===== config.mk =====
export PLATFORM = sky130hd
export DESIGN_NAME = nmi_addr_tlb_exception_unit
export DESIGN_NICKNAME = d
export VERILOG_FILES = /design/src/exc_unit_pkg.sv /design/src/nmi_addr_tlb_exception_unit.sv
export SDC_FILE = /design/constraint.sdc
export NUM_CORES = 1
export LEC_CHECK = 0
export CAP_MARGIN = 20
export CORE_ASPECT_RATIO = 0.8
export CORE_MARGIN = 1.5
export CORE_UTILIZATION = 44
export CTS_BUF_LIST = sky130_fd_sc_hd__clkbuf_8
export CTS_CLUSTER_SIZE = 40
export DETAILED_ROUTE_END_ITERATION = 8
export DONT_BUFFER_PORTS = 1
export PLACE_DENSITY_LB_ADDON = 0.25
export REMOVE_ABC_BUFFERS = 1
export SLEW_MARGIN = 20
export SYNTH_ARGS = -nofsm -noshare
export SYNTH_HDL_FRONTEND = slang
export SYNTH_SLANG_ARGS = --single-unit

===== constraint.sdc =====
create_clock -name sys_clk -period 2.3 [get_ports sys_clk]
set_clock_uncertainty 0.15 [all_clocks]
set_input_delay 0.46 -clock sys_clk [delete_from_list [all_inputs] [get_ports sys_clk]]
set_output_delay 0.46 -clock sys_clk [all_outputs]
set_load 0.01 [all_outputs]

===== src/exc_unit_pkg.sv =====
// Constants shared by the exception unit: register offsets, field positions, codes and vectors.
package exc_unit_pkg;

   // Register indices on the plain register port.
   localparam logic [3:0] status_offset = 4'h0;
   localparam logic [3:0] cause_offset = 4'h1;
   localparam logic [3:0] exception_return_pc_offset = 4'h2;
   localparam logic [3:0] error_return_pc_offset = 4'h3;
   localparam logic [3:0] faulting_vaddr_offset = 4'h4;
   localparam logic [3:0] context_offset = 4'h5;
   localparam logic [3:0] xcontext_offset = 4'h6;
   localparam logic [3:0] tlb_entry_high_offset = 4'h7;
   localparam logic [3:0] random_index_offset = 4'h8;

   // Status register field positions.
   localparam int exception_level_pos = 1;
   localparam int error_level_pos = 2;
   localparam int mode_lo_pos = 3;
   localparam int user_ext_pos = 5;
   localparam int supervisor_ext_pos = 6;
   localparam int kernel_ext_pos = 7;
   localparam int soft_reset_or_nmi_pos = 20;
   localparam int tlb_shutdown_pos = 21;
   localparam int boot_vector_pos = 22;

   // Cause register field positions.
   localparam int branch_delay_pos = 31;
   localparam int exc_code_lo_pos = 2;

   // Context and extended context layout.
   localparam int context_vpn_lo_pos = 4;
   localparam int context_base_lo_pos = 23;
   localparam int xcontext_region_lo_pos = 31;
   localparam int xcontext_base_lo_pos = 33;

   // Implemented virtual address bits in the extended spaces.
   localparam int va_bits = 40;
   localparam int page_pair_bit = 13;
   localparam int address_space_identifier_bits = 8;

   // Values after reset, and the floor at which the random index wraps.
   localparam logic [63:0] status_reset = 64'h0000_0000_0040_0004;
   localparam logic [5:0] random_index_top = 6'h3f;
   localparam logic [5:0] random_index_floor = 6'h00;

   // Cause codes.
   localparam logic [4:0] tlb_modified_code = 5'h01;
   localparam logic [4:0] tlb_load_miss_code = 5'h02;
   localparam logic [4:0] tlb_store_miss_code = 5'h03;
   localparam logic [4:0] load_fetch_addr_err_code = 5'h04;
   localparam logic [4:0] store_addr_err_code = 5'h05;

   // Exception vectors.
   localparam logic [63:0] reset_vector = 64'hffff_ffff_bfc0_0000;
   localparam logic [63:0] refill_vector_normal = 64'hffff_ffff_8000_0000;
   localparam logic [63:0] xrefill_vector_normal = 64'hffff_ffff_8000_0080;
   localparam logic [63:0] common_vector_normal = 64'hffff_ffff_8000_0180;
   localparam logic [63:0] refill_vector_boot = 64'hffff_ffff_bfc0_0200;
   localparam logic [63:0] xrefill_vector_boot = 64'hffff_ffff_bfc0_0280;
   localparam logic [63:0] common_vector_boot = 64'hffff_ffff_bfc0_0380;

   // Operating modes as held in the status mode field.
   localparam logic [1:0] mode_kernel = 2'h0;
   localparam logic [1:0] mode_supervisor = 2'h1;
   localparam logic [1:0] mode_user = 2'h2;

   // Access kinds and sizes from the pipeline.
   localparam logic [1:0] kind_fetch = 2'h0;
   localparam logic [1:0] kind_load = 2'h1;
   localparam logic [1:0] kind_store = 2'h2;
   localparam logic [1:0] size_half = 2'h1;
   localparam logic [1:0] size_word = 2'h2;
   localparam logic [1:0] size_double = 2'h3;

   // Address space classes.
   typedef enum logic [1:0] {
      space_user = 2'b00,
      space_supervisor = 2'b01,
      space_kernel = 2'b10
   } space_type;

endpackage


===== src/nmi_addr_tlb_exception_unit.sv =====
// Exception unit for the non-maskable interrupt, address errors and TLB exceptions.
`timescale 1ns/1ps
`default_nettype none

// Operation
// - Low nmi request raises unmaskable exception
// - Take nmi only at instruction boundary
// - Nmi leaves cause register untouched
// - Nmi saves pc, sets status flags
// - Nmi jumps to reset vector
// - Nmi discards pending cache errors
// - Illegal or privileged space gives address error
// - Misaligned access gives address error
// - Address error: common vector, load/store code
// - Address error captures faulting address
// - Return pc and branch delay flag
// - Mapped miss raises tlb refill
// - Separate 32/64-bit refill vectors by space
// - Classify user and unmapped kernel spaces
// - Refill vectors only while exception level clear
// - Refill sets load or store miss code
// - Refill captures address, context and address_space_identifier
// - Random index points at a slot
// - Invalid entry raises tlb invalid exception
// - Invalid captures address, context and address_space_identifier
// - Store to clean entry raises modified
// - Modified uses common vector, modified code
module nmi_addr_tlb_exception_unit (
   input wire logic sys_clk, // Core clock.
   input wire logic reset, // Synchronous reset, active high.
   input wire logic nmi_request_n, // Non-maskable interrupt pin, active low.
   input wire logic boundary_valid, // Pipeline is at an instruction boundary.
   input wire logic [63:0] boundary_pc, // Pc of the next instruction at the boundary.
   input wire logic access_valid, // A memory reference is checked this cycle.
   input wire logic [1:0] access_kind, // Fetch, load or store.
   input wire logic [1:0] access_size, // Byte, half, word or doubleword.
   input wire logic [63:0] access_vaddr, // Virtual address of the reference.
   input wire logic [63:0] access_pc, // Pc of the referencing instruction.
   input wire logic access_in_delay_slot, // Instruction sits in a branch delay slot.
   input wire logic [63:0] branch_pc, // Pc of the preceding branch.
   input wire logic tlb_match, // A TLB entry matched the address.
   input wire logic tlb_entry_valid, // Valid bit of the matching entry.
   input wire logic tlb_entry_dirty, // Dirty bit of the matching entry.
   input wire logic [3:0] reg_addr, // Register index.
   input wire logic [63:0] reg_wdata, // Register write data.
   input wire logic reg_write, // Register write strobe.
   input wire logic reg_read, // Register read strobe.
   output logic [63:0] reg_rdata, // Register read data, one cycle after the strobe.
   output logic redirect_valid, // One-cycle pulse: fetch from redirect_pc.
   output logic [63:0] redirect_pc, // Handler address.
   output logic cache_err_discard // One-cycle pulse: drop pending cache errors.
);

   logic nmi_sync1_reg; // First synchroniser stage.
   logic nmi_sync2_reg; // Second synchroniser stage.
   logic nmi_seen_reg; // Synchronised level seen last cycle.
   logic nmi_pending_reg; // Nmi waiting for an instruction boundary.
   logic nmi_pending_next;
   logic [63:0] status_reg, status_next; // Status register.
   logic [63:0] cause_reg, cause_next; // Cause register.
   logic [63:0] epc_reg, epc_next; // Exception return pc.
   logic [63:0] error_pc_reg, error_pc_next; // Error return pc.
   logic [63:0] vaddr_reg, vaddr_next; // Faulting virtual address.
   logic [63:0] context_reg, context_next; // Context register.
   logic [63:0] xcontext_reg, xcontext_next; // Extended context register.
   logic [63:0] entry_high_reg, entry_high_next; // TLB entry high.
   logic [5:0] random_reg, random_next; // Random index.
   logic [63:0] rdata_reg, rdata_next; // Read data.
   logic redirect_reg, redirect_next; // Redirect pulse.
   logic [63:0] target_reg, target_next; // Redirect address.
   logic discard_reg, discard_next; // Cache error discard pulse.

   logic nmi_edge; // New assertion of the nmi pin.
   logic take_nmi; // Nmi taken this cycle.
   logic [1:0] cur_mode; // Effective operating mode.
   exc_unit_pkg::space_type addr_space; // Space the address lies in.
   logic addr_mapped; // Address needs translation.
   logic addr_compat; // Address lies in a 32-bit compatible segment.
   logic addr_legal; // Address lies in an implemented segment.
   logic space_ext; // Extended addressing bit of that space.
   logic privilege_err; // Mode may not reach the space.
   logic misaligned; // Alignment fault.
   logic addr_err; // Address error this cycle.
   logic refill_err; // TLB refill this cycle.
   logic invalid_err; // TLB invalid this cycle.
   logic modified_err; // TLB modified this cycle.
   logic is_store; // Reference is a store.
   logic [63:0] common_vec; // Common vector for the current boot select.

   // Two flip-flops carry the pin into the core clock domain.
   always_ff @(posedge sys_clk) begin
      if (reset) begin
         nmi_sync1_reg <= 1'b1;
         nmi_sync2_reg <= 1'b1;
         nmi_seen_reg <= 1'b1;
      end else begin
         nmi_sync1_reg <= nmi_request_n;
         nmi_sync2_reg <= nmi_sync1_reg;
         nmi_seen_reg <= nmi_sync2_reg;
      end
   end

   // single edge recognition: a falling level counts once, and a new one wins over the take.
   assign nmi_edge = nmi_seen_reg & ~nmi_sync2_reg;
   // boundary only: the request waits for the pipeline's boundary signal.
   // no mask: nothing in status gates the request.
   assign take_nmi = nmi_pending_reg & boundary_valid;
   assign nmi_pending_next = nmi_edge | (nmi_pending_reg & ~take_nmi);

   // Effective mode: exception or error level forces kernel.
   always_comb begin
      if (status_reg[exc_unit_pkg::exception_level_pos] || status_reg[exc_unit_pkg::error_level_pos]) begin
         cur_mode = exc_unit_pkg::mode_kernel;
      end else begin
         cur_mode = status_reg[exc_unit_pkg::mode_lo_pos +: 2];
      end
   end

   // space classification: decode the segment of the reference.
   always_comb begin
      addr_compat = 1'b0;
      addr_mapped = 1'b1;
      addr_legal = 1'b1;
      addr_space = exc_unit_pkg::space_kernel;
      if (access_vaddr[63:31] == 33'h0) begin
         // Low 32-bit user segment.
         addr_compat = 1'b1;
         addr_space = exc_unit_pkg::space_user;
      end else if (&access_vaddr[63:31]) begin
         // Sign-extended 32-bit kernel and supervisor segments.
         addr_compat = 1'b1;
         case (access_vaddr[30:29])
            2'b00: begin
               addr_mapped = 1'b0;
            end
            2'b01: begin
               addr_mapped = 1'b0;
            end
            2'b10: begin
               addr_space = exc_unit_pkg::space_supervisor;
            end
            default: begin
               addr_space = exc_unit_pkg::space_kernel;
            end
         endcase
      end else begin
         // Extended spaces selected by the top two address bits.
         case (access_vaddr[63:62])
            2'b00: begin
               addr_space = exc_unit_pkg::space_user;
               addr_legal = (access_vaddr[61:exc_unit_pkg::va_bits] == '0);
            end
            2'b01: begin
               addr_space = exc_unit_pkg::space_supervisor;
               addr_legal = (access_vaddr[61:exc_unit_pkg::va_bits] == '0);
            end
            2'b10: begin
               addr_mapped = 1'b0;
            end
            default: begin
               addr_legal = (access_vaddr[61:exc_unit_pkg::va_bits] == '0);
            end
         endcase
      end
   end

   // space extension bit: the faulting address's space picks the bit, not the mode.
   always_comb begin
      case (addr_space)
         exc_unit_pkg::space_user: begin
            space_ext = status_reg[exc_unit_pkg::user_ext_pos];
         end
         exc_unit_pkg::space_supervisor: begin
            space_ext = status_reg[exc_unit_pkg::supervisor_ext_pos];
         end
         default: begin
            space_ext = status_reg[exc_unit_pkg::kernel_ext_pos];
         end
      endcase
   end

   // privilege check: user reaches only user space, supervisor not kernel space.
   always_comb begin
      case (cur_mode)
         exc_unit_pkg::mode_user: begin
            privilege_err = (addr_space != exc_unit_pkg::space_user);
         end
         exc_unit_pkg::mode_supervisor: begin
            privilege_err = (addr_space == exc_unit_pkg::space_kernel);
         end
         default: begin
            privilege_err = 1'b0;
         end
      endcase
   end

   // alignment check: fetches are always word sized.
   always_comb begin
      if (access_kind == exc_unit_pkg::kind_fetch) begin
         misaligned = (access_vaddr[1:0] != 2'h0);
      end else begin
         case (access_size)
            exc_unit_pkg::size_half: begin
               misaligned = access_vaddr[0];
            end
            exc_unit_pkg::size_word: begin
               misaligned = (access_vaddr[1:0] != 2'h0);
            end
            exc_unit_pkg::size_double: begin
               misaligned = (access_vaddr[2:0] != 3'h0);
            end
            default: begin
               misaligned = 1'b0;
            end
         endcase
      end
   end

   // Exception detection in priority order: address error, refill, invalid, modified.
   always_comb begin
      is_store = (access_kind == exc_unit_pkg::kind_store);
      // illegal space: an extended address with its space bit clear is illegal too.
      addr_err = access_valid & (~addr_legal | (~addr_compat & ~space_ext) | privilege_err | misaligned);
      // refill detect: mapped reference with no matching entry.
      refill_err = access_valid & ~addr_err & addr_mapped & ~tlb_match;
      // invalid detect: matching entry with valid bit clear.
      invalid_err = access_valid & ~addr_err & addr_mapped & tlb_match & ~tlb_entry_valid;
      // modified detect: store to a valid clean entry.
      modified_err = access_valid & ~addr_err & addr_mapped & tlb_match & tlb_entry_valid & ~tlb_entry_dirty & is_store;
      if (status_reg[exc_unit_pkg::boot_vector_pos]) begin
         common_vec = exc_unit_pkg::common_vector_boot;
      end else begin
         common_vec = exc_unit_pkg::common_vector_normal;
      end
   end

   // Next register state: software writes first, hardware events override.
   always_comb begin
      status_next = status_reg;
      cause_next = cause_reg;
      epc_next = epc_reg;
      error_pc_next = error_pc_reg;
      vaddr_next = vaddr_reg;
      context_next = context_reg;
      xcontext_next = xcontext_reg;
      entry_high_next = entry_high_reg;
      redirect_next = 1'b0;
      target_next = target_reg;
      discard_next = 1'b0;
      rdata_next = 64'h0;
      // random slot: the index walks down through every slot and wraps.
      if (random_reg == exc_unit_pkg::random_index_floor) begin
         random_next = exc_unit_pkg::random_index_top;
      end else begin
         random_next = random_reg - 6'h01;
      end
      // Register reads answer one cycle later; unmapped indices read zero.
      if (reg_read) begin
         case (reg_addr)
            exc_unit_pkg::status_offset: rdata_next = status_reg;
            exc_unit_pkg::cause_offset: rdata_next = cause_reg;
            exc_unit_pkg::exception_return_pc_offset: rdata_next = epc_reg;
            exc_unit_pkg::error_return_pc_offset: rdata_next = error_pc_reg;
            exc_unit_pkg::faulting_vaddr_offset: rdata_next = vaddr_reg;
            exc_unit_pkg::context_offset: rdata_next = context_reg;
            exc_unit_pkg::xcontext_offset: rdata_next = xcontext_reg;
            exc_unit_pkg::tlb_entry_high_offset: rdata_next = entry_high_reg;
            exc_unit_pkg::random_index_offset: rdata_next = {58'h0, random_reg};
            default: rdata_next = 64'h0;
         endcase
      end
      // Register writes; the faulting address and random index are read only.
      if (reg_write) begin
         case (reg_addr)
            exc_unit_pkg::status_offset: status_next = reg_wdata;
            exc_unit_pkg::cause_offset: cause_next = reg_wdata;
            exc_unit_pkg::exception_return_pc_offset: epc_next = reg_wdata;
            exc_unit_pkg::error_return_pc_offset: error_pc_next = reg_wdata;
            exc_unit_pkg::context_offset: context_next = reg_wdata;
            exc_unit_pkg::xcontext_offset: xcontext_next = reg_wdata;
            exc_unit_pkg::tlb_entry_high_offset: entry_high_next = reg_wdata;
            default: begin
            end
         endcase
      end
      if (take_nmi) begin
         // nmi status: save pc and set flags exactly as a soft reset does.
         error_pc_next = boundary_pc;
         status_next[exc_unit_pkg::error_level_pos] = 1'b1;
         status_next[exc_unit_pkg::boot_vector_pos] = 1'b1;
         status_next[exc_unit_pkg::soft_reset_or_nmi_pos] = 1'b1;
         status_next[exc_unit_pkg::tlb_shutdown_pos] = 1'b0;
         // cause untouched: cause_next keeps its value on this path.
         // reset vector: fetch restarts at the reset address.
         redirect_next = 1'b1;
         target_next = exc_unit_pkg::reset_vector;
         // drop cache errors: one pulse to the cache error logic.
         discard_next = 1'b1;
      end else if (addr_err | refill_err | invalid_err | modified_err) begin
         // return pc: the preceding branch for a delay slot, and the flag says so.
         if (!status_reg[exc_unit_pkg::exception_level_pos]) begin
            epc_next = access_in_delay_slot ? branch_pc : access_pc;
            cause_next[exc_unit_pkg::branch_delay_pos] = access_in_delay_slot;
         end
         status_next[exc_unit_pkg::exception_level_pos] = 1'b1;
         // capture address: every group latches the faulting address.
         vaddr_next = access_vaddr;
         redirect_next = 1'b1;
         if (addr_err) begin
            // address error code: common vector, code by access type.
            cause_next[exc_unit_pkg::exc_code_lo_pos +: 5] =
               is_store ? exc_unit_pkg::store_addr_err_code : exc_unit_pkg::load_fetch_addr_err_code;
            target_next = common_vec;
         end else begin
            // refill capture and invalid capture: page number into context registers, address_space_identifier kept.
            context_next[exc_unit_pkg::context_vpn_lo_pos +: 19] = access_vaddr[31:exc_unit_pkg::page_pair_bit];
            xcontext_next[exc_unit_pkg::context_vpn_lo_pos +: 27] =
               access_vaddr[exc_unit_pkg::va_bits-1:exc_unit_pkg::page_pair_bit];
            xcontext_next[exc_unit_pkg::xcontext_region_lo_pos +: 2] = access_vaddr[63:62];
            entry_high_next = {access_vaddr[63:exc_unit_pkg::page_pair_bit], 5'h00,
                               entry_high_reg[exc_unit_pkg::address_space_identifier_bits-1:0]};
            if (modified_err) begin
               cause_next[exc_unit_pkg::exc_code_lo_pos +: 5] = exc_unit_pkg::tlb_modified_code;
               target_next = common_vec;
            end else begin
               // miss code: load/fetch or store miss, also used for invalid.
               cause_next[exc_unit_pkg::exc_code_lo_pos +: 5] =
                  is_store ? exc_unit_pkg::tlb_store_miss_code : exc_unit_pkg::tlb_load_miss_code;
               // nested refill: exception level set falls back to the common vector.
               if (invalid_err || status_reg[exc_unit_pkg::exception_level_pos]) begin
                  target_next = common_vec;
               end else if (status_reg[exc_unit_pkg::boot_vector_pos]) begin
                  // refill vector pick: extended space uses the second vector.
                  target_next = space_ext ? exc_unit_pkg::xrefill_vector_boot : exc_unit_pkg::refill_vector_boot;
               end else begin
                  target_next = space_ext ? exc_unit_pkg::xrefill_vector_normal : exc_unit_pkg::refill_vector_normal;
               end
            end
         end
      end
   end

   // Register stage for all state of the unit except the nmi synchroniser and edge-detect flip-flops.
   always_ff @(posedge sys_clk) begin
      if (reset) begin
         nmi_pending_reg <= 1'b0;
         status_reg <= exc_unit_pkg::status_reset;
         cause_reg <= 64'h0;
         epc_reg <= 64'h0;
         error_pc_reg <= 64'h0;
         vaddr_reg <= 64'h0;
         context_reg <= 64'h0;
         xcontext_reg <= 64'h0;
         entry_high_reg <= 64'h0;
         random_reg <= exc_unit_pkg::random_index_top;
         rdata_reg <= 64'h0;
         redirect_reg <= 1'b0;
         target_reg <= 64'h0;
         discard_reg <= 1'b0;
      end else begin
         nmi_pending_reg <= nmi_pending_next;
         status_reg <= status_next;
         cause_reg <= cause_next;
         epc_reg <= epc_next;
         error_pc_reg <= error_pc_next;
         vaddr_reg <= vaddr_next;
         context_reg <= context_next;
         xcontext_reg <= xcontext_next;
         entry_high_reg <= entry_high_next;
         random_reg <= random_next;
         rdata_reg <= rdata_next;
         redirect_reg <= redirect_next;
         target_reg <= target_next;
         discard_reg <= discard_next;
      end
   end

   // Outputs come straight from flip-flops.
   assign reg_rdata = rdata_reg;
   assign redirect_valid = redirect_reg;
   assign redirect_pc = target_reg;
   assign cache_err_discard = discard_reg;

endmodule // nmi_addr_tlb_exception_unit

`default_nettype wire


After elaboration in Yosys (flattened, before gate mapping)
Index checks and enable logic that the tools add are counted.
W data, S select, Z words.
{"block": "word_totals", "reg_bits": 652, "inputBits": 339, "elab_cells": 177}
{"block": "op_classes", "addsub": 1, "n_eq_ne": 21, "n_mux": 71, "bitwise_logic": 30, "reduce_logical": 29}
{"operator": "$mux W64", "count": 19}
{"operator": "$pmux W64 S9", "count": 1}
{"operator": "$mux W29", "count": 3}
{"operator": "$mux W33", "count": 2}
{"operator": "$mux W32", "count": 2}
{"operator": "$mux W30", "count": 2}
{"operator": "$mux W19", "count": 3}
{"operator": "$mux W23", "count": 2}
{"operator": "$mux W21", "count": 2}
{"operator": "$logic_not A33 Y1", "count": 1}
{"operator": "$reduce_and A33 Y1", "count": 1}
{"operator": "$logic_not A22 Y1", "count": 1}
{"operator": "$mux W1", "count": 21}
{"operator": "$eq A4 B3 Y1 const B", "count": 4}
{"operator": "$mux W8", "count": 2}
{"operator": "$eq A2 B2 Y1 const B", "count": 7}
{"operator": "$reduce_and A2 Y1", "count": 7}
{"operator": "$and A1 B1 Y1", "count": 13}
{"operator": "$reduce_bool A2 Y1", "count": 6}
{"operator": "$eq A2 B1 Y1 const B", "count": 5}
{"operator": "$mux W2", "count": 5}
{"operator": "$mux W5", "count": 2}
{"operator": "$not A1 Y1", "count": 10}
{"operator": "$eq A4 B2 Y1 const B", "count": 2}
{"operator": "other kinds (15)", "count": 29}

Longest topological paths before layout
{"block": "depth", "ltp_word": 23, "mapped_depth": 12, "depth_no_buf": 10}

Least setup slack after synthesis
Ideal clock, no wire load.
{"block": "synth_path", "path_kind": "input port to flip-flop", "start": "in access_vaddr[62]", "end": "reg epc_reg[30]", "arrival_ns": 2.279, "required_time_ns": 2.084, "path_slack_ns": -0.195, "cell_stages": 9, "path_buffers": 2, "path_cell_list": "mux2_2 -> o21ai_1 -> a211o_1 -> o211ai_1 -> a211oi_1 -> buf_6 -> buf_6 -> mux2_4 -> nor2_2"}
{"block": "synth_via", "elab_chain_cells": 22, "word_cells_on_any_way": 44}
{"item": "from (decl)", "line_no": "nmi_addr_tlb_exception_unit.sv:37", "source": "input wire logic [63:0] access_vaddr,"}
{"item": "$eq A2 B1 Y1 or $logic_not A2 Y1 (tied branches)", "line_no": "nmi_addr_tlb_exception_unit.sv:148", "source": "case (access_vaddr[63:62])"}
{"item": "$pmux W2 S2", "line_no": "nmi_addr_tlb_exception_unit.sv:148"}
{"item": "$mux W2", "line_no": "nmi_addr_tlb_exception_unit.sv:129", "source": "end else if (&access_vaddr[63:31]) begin"}
{"item": "$mux W2", "line_no": "nmi_addr_tlb_exception_unit.sv:125", "source": "if (access_vaddr[63:31] == 33'h0) begin"}
{"item": "$eq A2 B1 Y1 or $logic_not A2 Y1 (tied branches)", "line_no": "nmi_addr_tlb_exception_unit.sv:169", "source": "case (addr_space)"}
{"item": "$pmux W1 S2", "line_no": "nmi_addr_tlb_exception_unit.sv:169"}
{"item": "$not A1 Y1", "line_no": "nmi_addr_tlb_exception_unit.sv:223", "source": "addr_err = access_valid & (~addr_legal | (~addr_compat & ~space_ext) | privilege_err | misaligned);"}
{"item": "$and A1 B1 Y1", "line_no": "nmi_addr_tlb_exception_unit.sv:223"}
{"item": "$or A1 B1 Y1 (3 in a row)", "line_no": "nmi_addr_tlb_exception_unit.sv:223"}
{"item": "$and A1 B1 Y1", "line_no": "nmi_addr_tlb_exception_unit.sv:223"}
{"item": "$not A1 Y1", "line_no": "nmi_addr_tlb_exception_unit.sv:225, nmi_addr_tlb_exception_unit.sv:227, nmi_addr_tlb_exception_unit.sv:229"}
{"item": "$and A1 B1 Y1 (2 in a row)", "line_no": "nmi_addr_tlb_exception_unit.sv:225, nmi_addr_tlb_exception_unit.sv:227, nmi_addr_tlb_exception_unit.sv:229"}
{"item": "$and A1 B1 Y1", "line_no": "nmi_addr_tlb_exception_unit.sv:227, nmi_addr_tlb_exception_unit.sv:229"}
{"item": "$and A1 B1 Y1 (3 in a row)", "line_no": "nmi_addr_tlb_exception_unit.sv:229", "source": "modified_err = access_valid & ~addr_err & addr_mapped & tlb_match & tlb_entry_valid & ~tlb_entry_dirty & is_st ..."}
{"item": "$or A1 B1 Y1 (*)", "line_no": "nmi_addr_tlb_exception_unit.sv:299", "source": "end else if (addr_err | refill_err | invalid_err | modified_err) begin"}
{"item": "$mux W64 (*)", "line_no": "nmi_addr_tlb_exception_unit.sv:299"}
{"item": "$mux W64 (*)", "line_no": "nmi_addr_tlb_exception_unit.sv:286", "source": "if (take_nmi) begin"}
{"item": "to (signal assigned)", "line_no": "nmi_addr_tlb_exception_unit.sv:364", "source": "epc_reg <= epc_next;"}
{"item": "to (decl)", "line_no": "nmi_addr_tlb_exception_unit.sv:61", "source": "logic [63:0] epc_reg, epc_next;"}
Mark *: on every way between the ends. The rest lies on a longest branch, timed or not.
A chain may end at the register's enable or synchronous reset.

Final worst setup path
{"block": "layout_path", "start": "reg status_reg[6]", "end": "reg epc_reg[19]"}
{"block": "layout_via", "elab_chain_cells": 17, "word_cells_on_any_way": 21}
{"item": "from (decl)", "line_no": "nmi_addr_tlb_exception_unit.sv:59", "source": "logic [63:0] status_reg, status_next;"}
{"item": "from (signal assigned)", "line_no": "nmi_addr_tlb_exception_unit.sv:347", "source": "status_reg <= exc_unit_pkg::status_reset;"}
{"item": "from (signal assigned)", "line_no": "nmi_addr_tlb_exception_unit.sv:362", "source": "status_reg <= status_next;"}
{"item": "$pmux W1 S2 (*)", "line_no": "nmi_addr_tlb_exception_unit.sv:169"}
{"item": "$not A1 Y1 (*)", "line_no": "nmi_addr_tlb_exception_unit.sv:223"}
{"item": "$and A1 B1 Y1 (*)", "line_no": "nmi_addr_tlb_exception_unit.sv:223"}
{"item": "$or A1 B1 Y1 (*) (3 in a row)", "line_no": "nmi_addr_tlb_exception_unit.sv:223"}
{"item": "$and A1 B1 Y1 (*)", "line_no": "nmi_addr_tlb_exception_unit.sv:223"}
{"item": "$not A1 Y1", "line_no": "nmi_addr_tlb_exception_unit.sv:225, nmi_addr_tlb_exception_unit.sv:227, nmi_addr_tlb_exception_unit.sv:229"}
{"item": "$and A1 B1 Y1 (2 in a row)", "line_no": "nmi_addr_tlb_exception_unit.sv:225, nmi_addr_tlb_exception_unit.sv:227, nmi_addr_tlb_exception_unit.sv:229"}
{"item": "$and A1 B1 Y1", "line_no": "nmi_addr_tlb_exception_unit.sv:227, nmi_addr_tlb_exception_unit.sv:229"}
{"item": "$and A1 B1 Y1 (3 in a row)", "line_no": "nmi_addr_tlb_exception_unit.sv:229"}
{"item": "$or A1 B1 Y1 (*)", "line_no": "nmi_addr_tlb_exception_unit.sv:299"}
{"item": "$mux W64 (*)", "line_no": "nmi_addr_tlb_exception_unit.sv:299"}
{"item": "$mux W64 (*)", "line_no": "nmi_addr_tlb_exception_unit.sv:286"}
Marks and branches as above.

==> reports/summary.log <==
INFO  run_status     run_status=finished, violations left
INFO  run_status     violations=design-rule violations, negative hold slack, negative setup slack
INFO  sta            layout_worst_path_cycle_share=122.3%
INFO  routing        top_layer_used=met5
INFO  grt            total_routing_resource_utilization_after_global_routing=32.46%
INFO  routing        routedWlPerCell=24.63um
INFO  power_and_ir_drop power.static_leakage=0.01401uW
INFO  sta            report.final.slew_viol_count=0
INFO  final_layout   cell_count_final_fillers_out=4,204
INFO  grt            grt_pass1_wl=149.9mm
INFO  floorplanning  io-pin-count=469
INFO  synth          yosys.area_share.xor_xnor=0.06772%
INFO  floorplanning  die-height=219.9um
INFO  synth          yosysSeqAreaShare=45.90%
INFO  sta            final-setup-viol-count=256
INFO  clock_tree     tritoncts_clock_tree=done
INFO  clock_tree     cts-buffers-inserted=96
INFO  routing        drtAntennaViolNets=0
INFO  place          cell_count_post_placement=3,596
INFO  grt            antenna_violations_before_repair=9
INFO  routing        vias=25,330
INFO  place          port-buffer-count=0
INFO  setup_path     cp_data_required_time=2.76ns
INFO  floorplanning  die_width=274.1um
INFO  synth          largest_family_of_logic_cells_by_synthesized_area=compound AO/OA/AOI/OAI gates
INFO  sta            period_needed=2.812ns
INFO  clock_tree     cts_max_level=3
INFO  grt            grt_start_max_net_pins=461
INFO  final_layout   num-nets-final=3,699
INFO  clock_tree     cts.sinks=593
INFO  setup_path     crit_path_top_delay_cell=sky130_fd_sc_hd__mux2_2
INFO  setup_path     critPathMaxStageDelay=0.34ns
INFO  routing        dr.pass1.iters=9
INFO  setup_path     crit_chain=mux2_2, o21ai_1, a211o_1, o211ai_1, buf_4, a211oi_4, buf_12, buf_6, mux2_2, nor2_1
INFO  routing        dr_wl_met3=10.84mm
INFO  floorplanning  start_util=44.50%
INFO  final_layout   n_fill_cell=4,875
INFO  final_layout   area_growth_syn_to_layout=34.18%
INFO  synth          share_of_synthesized_cell_area_in_full_adder_half_adder_and_majority_cells=0.1935%
INFO  setup_path     path_max_fanout=9
INFO  floorplanning  design.core.area=58,120um2
INFO  final_layout   layout.core_utilization=59.71%
INFO  sta            final.hold.worst_slack=-0.2592ns
INFO  clock_tree     worstSkewPairLatency=0.72ns
INFO  final_layout   final_layout_size_suffix_gt1_share=15.90%
INFO  sta            postLayoutSetupSlackWorst=-0.5123ns
INFO  setup_path     timing.critical_path.arrival=3.27ns
INFO  routing        postRouteWirelength=103.5mm
INFO  power_and_ir_drop vdd_drop_max=485.5uV
INFO  clock_tree     cell_at_the_root_of_the_clock_tree=sky130_fd_sc_hd__clkbuf_8
INFO  routing        dr_wl_met2=47.03mm
INFO  setup_path     timing_worst_setup_path_type=reg -> reg
INFO  sta            hold_viol_final=89
INFO  synth          synth_cell_area=25,860um2
INFO  setup_path     critical_path.most_common_cell=sky130_fd_sc_hd__mux2_2
INFO  sta            timing.max_slew.rel_slack=15.07%
INFO  clock_tree     clk_pin_slew=0.06ns
INFO  synth          synth_warnings=0
INFO  hold_path      min_path_type=in -> reg
INFO  setup_path     end_kind=flop
INFO  synth          synth_mux_area_share=13.72%
INFO  synth          compound_cell_area_share_of_the_yosys_netlist=18.30%
INFO  sta            rsz_0062_raised_after_global_routing=yes
INFO  floorplanning  die_area=60,260um2
INFO  place          gpl.final_weighted_congestion=0.8649
INFO  routing        detail_route.iter0.violations=3,047
INFO  synth          synthArstFlopShare=0%
INFO  synth          synth_enable_flop_cells=0
INFO  floorplanning  std_cell_rows=79
INFO  clock_tree     clock_tree_buffer_depth=3
INFO  grt            grt_overflow=0
INFO  synth          ys_ff_latch=593
INFO  synth          synth_top_flop_cell=sky130_fd_sc_hd__dfxtp_1
INFO  flow_run       cap_violations=0
INFO  routing        vias_per_cell=6.025
INFO  synth          post_synth.cell_area_avg=8.732um2
INFO  place          post-dp-hpwl=60.34mm
INFO  synth          netlist-cell-type-count=50
INFO  grt            grt_pass1_vias=25,150
INFO  sta            worstMarginPinSlew=1.274ns
INFO  routing        detail_route.drc_violations=3
INFO  sta            timing.fmax=355.6MHz
INFO  synth          synthSimpleGateAreaFrac=16.21%
INFO  setup_path     timing.critical_path.from_type=flop
INFO  power_and_ir_drop pwr_density_cell=653.7nW/um2
INFO  routing        met1Wirelength=42.05mm
INFO  synth          syn-instance-count=2,962
[cells by family after synthesis]
kind of cell / count (synthesis)
buf+inv: 312
simple gates: 1030
mux: 332
other cells: 1
compound gates: 688
fa+ha+maj: 4
flops: 593
xor+xnor: 2
[power by group]
part	leakage, uW	internal, uW	switching [uW]
sequential	0.00482	10600	203
combinational	0.00807	1150	1230
clock	0.00112	5030	4460
[worst paths after layout]
check,endpoint,slack (ns),cells past startpoint,startpoint
worst max-delay path,epc_reg[19]$_SDFF_PP0_,-0.51,10,status_reg[6]$_SDFFE_PP0P_
worst min-delay path,vaddr_reg[9]$_SDFFE_PP0P_,-0.26,2,access_vaddr[9]
worst min register to register,random_reg[0]$_SDFF_PP1_,0.28,1,random_reg[0]$_SDFF_PP1_
worst max register to register,epc_reg[19]$_SDFF_PP0_,-0.51,10,status_reg[6]$_SDFFE_PP0P_
[through the flow]
stage          hold slack (ns)  total power (uW)  worst slack [ns]  area, um2  setup TNS [ns]
4_1_cts                -0.3154             22520           -0.3325      33780          -54.84
6_report               -0.2592             22690           -0.5123      34700          -87.97
2_1_floorplan           0.2334             12150            -7.123      24510        -2282.02
3_3_place_gp            0.2462             12580           -0.7456      27440         -161.02
5_1_grt                -0.3090             23420           -0.6045      34690         -103.62
3_5_place_dp            0.2453             12640           -0.7314      27440         -161.61
[final cells by class]
| class | instances | area, um2 | area share (%) |
|---|---|---|---|
| multi-input cells | 2076 | 13340 | 38.44 |
| well taps | 769 | 962.2 | 2.772 |
| clock buffers | 120 | 1652 | 4.759 |
| flip-flops and latches | 593 | 11880 | 34.22 |
| clock inverters | 49 | 307.8 | 0.8869 |
| inverters | 5 | 18.77 | 0.05408 |
| repair buffers | 584 | 6525 | 18.80 |
| diodes | 8 | 20.02 | 0.05768 |
[what timing repair did]
action / in CTS / in global routing
endpoints found under the hold margin: 529 / 269
resized for setup: 60 / 102
setup buffers: 5 / 11
endpoints found under the setup margin: 253 / 253
hold buffers: 400 / 1
pin swaps: 11 / 7
gates cloned: 3 / 14
[metal layers]
metal	global-route usage, %	vias to the layer above
li1	-	11260
met1	42.38	12270
met3	7.443	264
met5	0	-
met2	51.54	1526
met4	13.64	4
[cells in the mapped netlist, types with 2 or more instances]
cell                       number  area share, %
sky130_fd_sc_hd__nand2_1      722             10
sky130_fd_sc_hd__dfxtp_1      593             46
sky130_fd_sc_hd__a21oi_1      269            5.2
sky130_fd_sc_hd__mux2i_1      266             10
sky130_fd_sc_hd__clkbuf_1     209            3.0
sky130_fd_sc_hd__nor2_1       178            2.6
sky130_fd_sc_hd__a31oi_1      109            2.6
sky130_fd_sc_hd__a311oi_1      64            2.2
sky130_fd_sc_hd__buf_4         59            1.7
sky130_fd_sc_hd__a221oi_1      58            2.0
sky130_fd_sc_hd__a222oi_1      58            2.2
sky130_fd_sc_hd__a22o_1        58            2.0
sky130_fd_sc_hd__mux2_4        38            2.2
sky130_fd_sc_hd__nor2_2        38           0.92
sky130_fd_sc_hd__o21bai_1      30           0.87
sky130_fd_sc_hd__mux2_2        28            1.2
sky130_fd_sc_hd__nand2b_1      25           0.60
sky130_fd_sc_hd__buf_1         20           0.29
sky130_fd_sc_hd__a22oi_1       18           0.52
sky130_fd_sc_hd__nor3_1        18           0.35
sky130_fd_sc_hd__buf_2         14           0.27
sky130_fd_sc_hd__nor4_1        10           0.24
sky130_fd_sc_hd__nand4_1        9           0.22
sky130_fd_sc_hd__and2_1         7           0.17
sky130_fd_sc_hd__a41oi_1        6           0.20
sky130_fd_sc_hd__nand3_1        6           0.12
sky130_fd_sc_hd__buf_6          5           0.22
sky130_fd_sc_hd__inv_1          5          0.073
sky130_fd_sc_hd__ha_1           4           0.19
sky130_fd_sc_hd__o21ai_0        4          0.077
sky130_fd_sc_hd__and3_1         3          0.073
sky130_fd_sc_hd__nand3b_1       3          0.087
sky130_fd_sc_hd__o22a_1         3           0.10
sky130_fd_sc_hd__or2_2          3          0.073
sky130_fd_sc_hd__a211oi_1       2          0.058
sky130_fd_sc_hd__a21o_1         2          0.058
sky130_fd_sc_hd__and4b_1        2          0.077
sky130_fd_sc_hd__o21a_1         2          0.058
sky130_fd_sc_hd__or3_1          2          0.048
sky130_fd_sc_hd__xnor2_1        2          0.068
[critical path: cells and delay by family, from the launching register on]
family	cells	cell delay [ns]
buffers and inverters	3	0.66
AOI/OAI and AO/OA	4	0.87
muxes	2	0.61
and+or+nand+nor	1	0.11
DFF	1	0.31
[cells in the final DEF (no fill, tap or decap), types with 9 or more instances in the layout]
cell type,instances
sky130_fd_sc_hd__nor4_1,10
sky130_fd_sc_hd__dlygate4sd3_1,400
sky130_fd_sc_hd__a31oi_1,106
sky130_fd_sc_hd__a22oi_1,18
sky130_fd_sc_hd__conb_1,20
sky130_fd_sc_hd__nor3_1,12
sky130_fd_sc_hd__mux2_4,40
sky130_fd_sc_hd__a222oi_1,58
sky130_fd_sc_hd__nand2b_1,25
sky130_fd_sc_hd__nor2_1,167
sky130_fd_sc_hd__a22o_1,58
sky130_fd_sc_hd__buf_6,19
sky130_fd_sc_hd__a21oi_2,37
sky130_fd_sc_hd__a311oi_1,64
sky130_fd_sc_hd__clkbuf_16,13
sky130_fd_sc_hd__a221oi_1,58
sky130_fd_sc_hd__mux2i_1,264
sky130_fd_sc_hd__nand2_4,10
sky130_fd_sc_hd__a21oi_1,230
sky130_fd_sc_hd__nand2_1,710
sky130_fd_sc_hd__clkinv_2,11
sky130_fd_sc_hd__o21bai_4,21
sky130_fd_sc_hd__buf_4,87
sky130_fd_sc_hd__nand4_1,9
sky130_fd_sc_hd__clkbuf_8,120
sky130_fd_sc_hd__mux2_2,26
sky130_fd_sc_hd__inv_1,32
sky130_fd_sc_hd__nor2_2,41
sky130_fd_sc_hd__buf_12,53
sky130_fd_sc_hd__dfxtp_1,590
No activity file was read; power rests on OpenSTA's default activity.
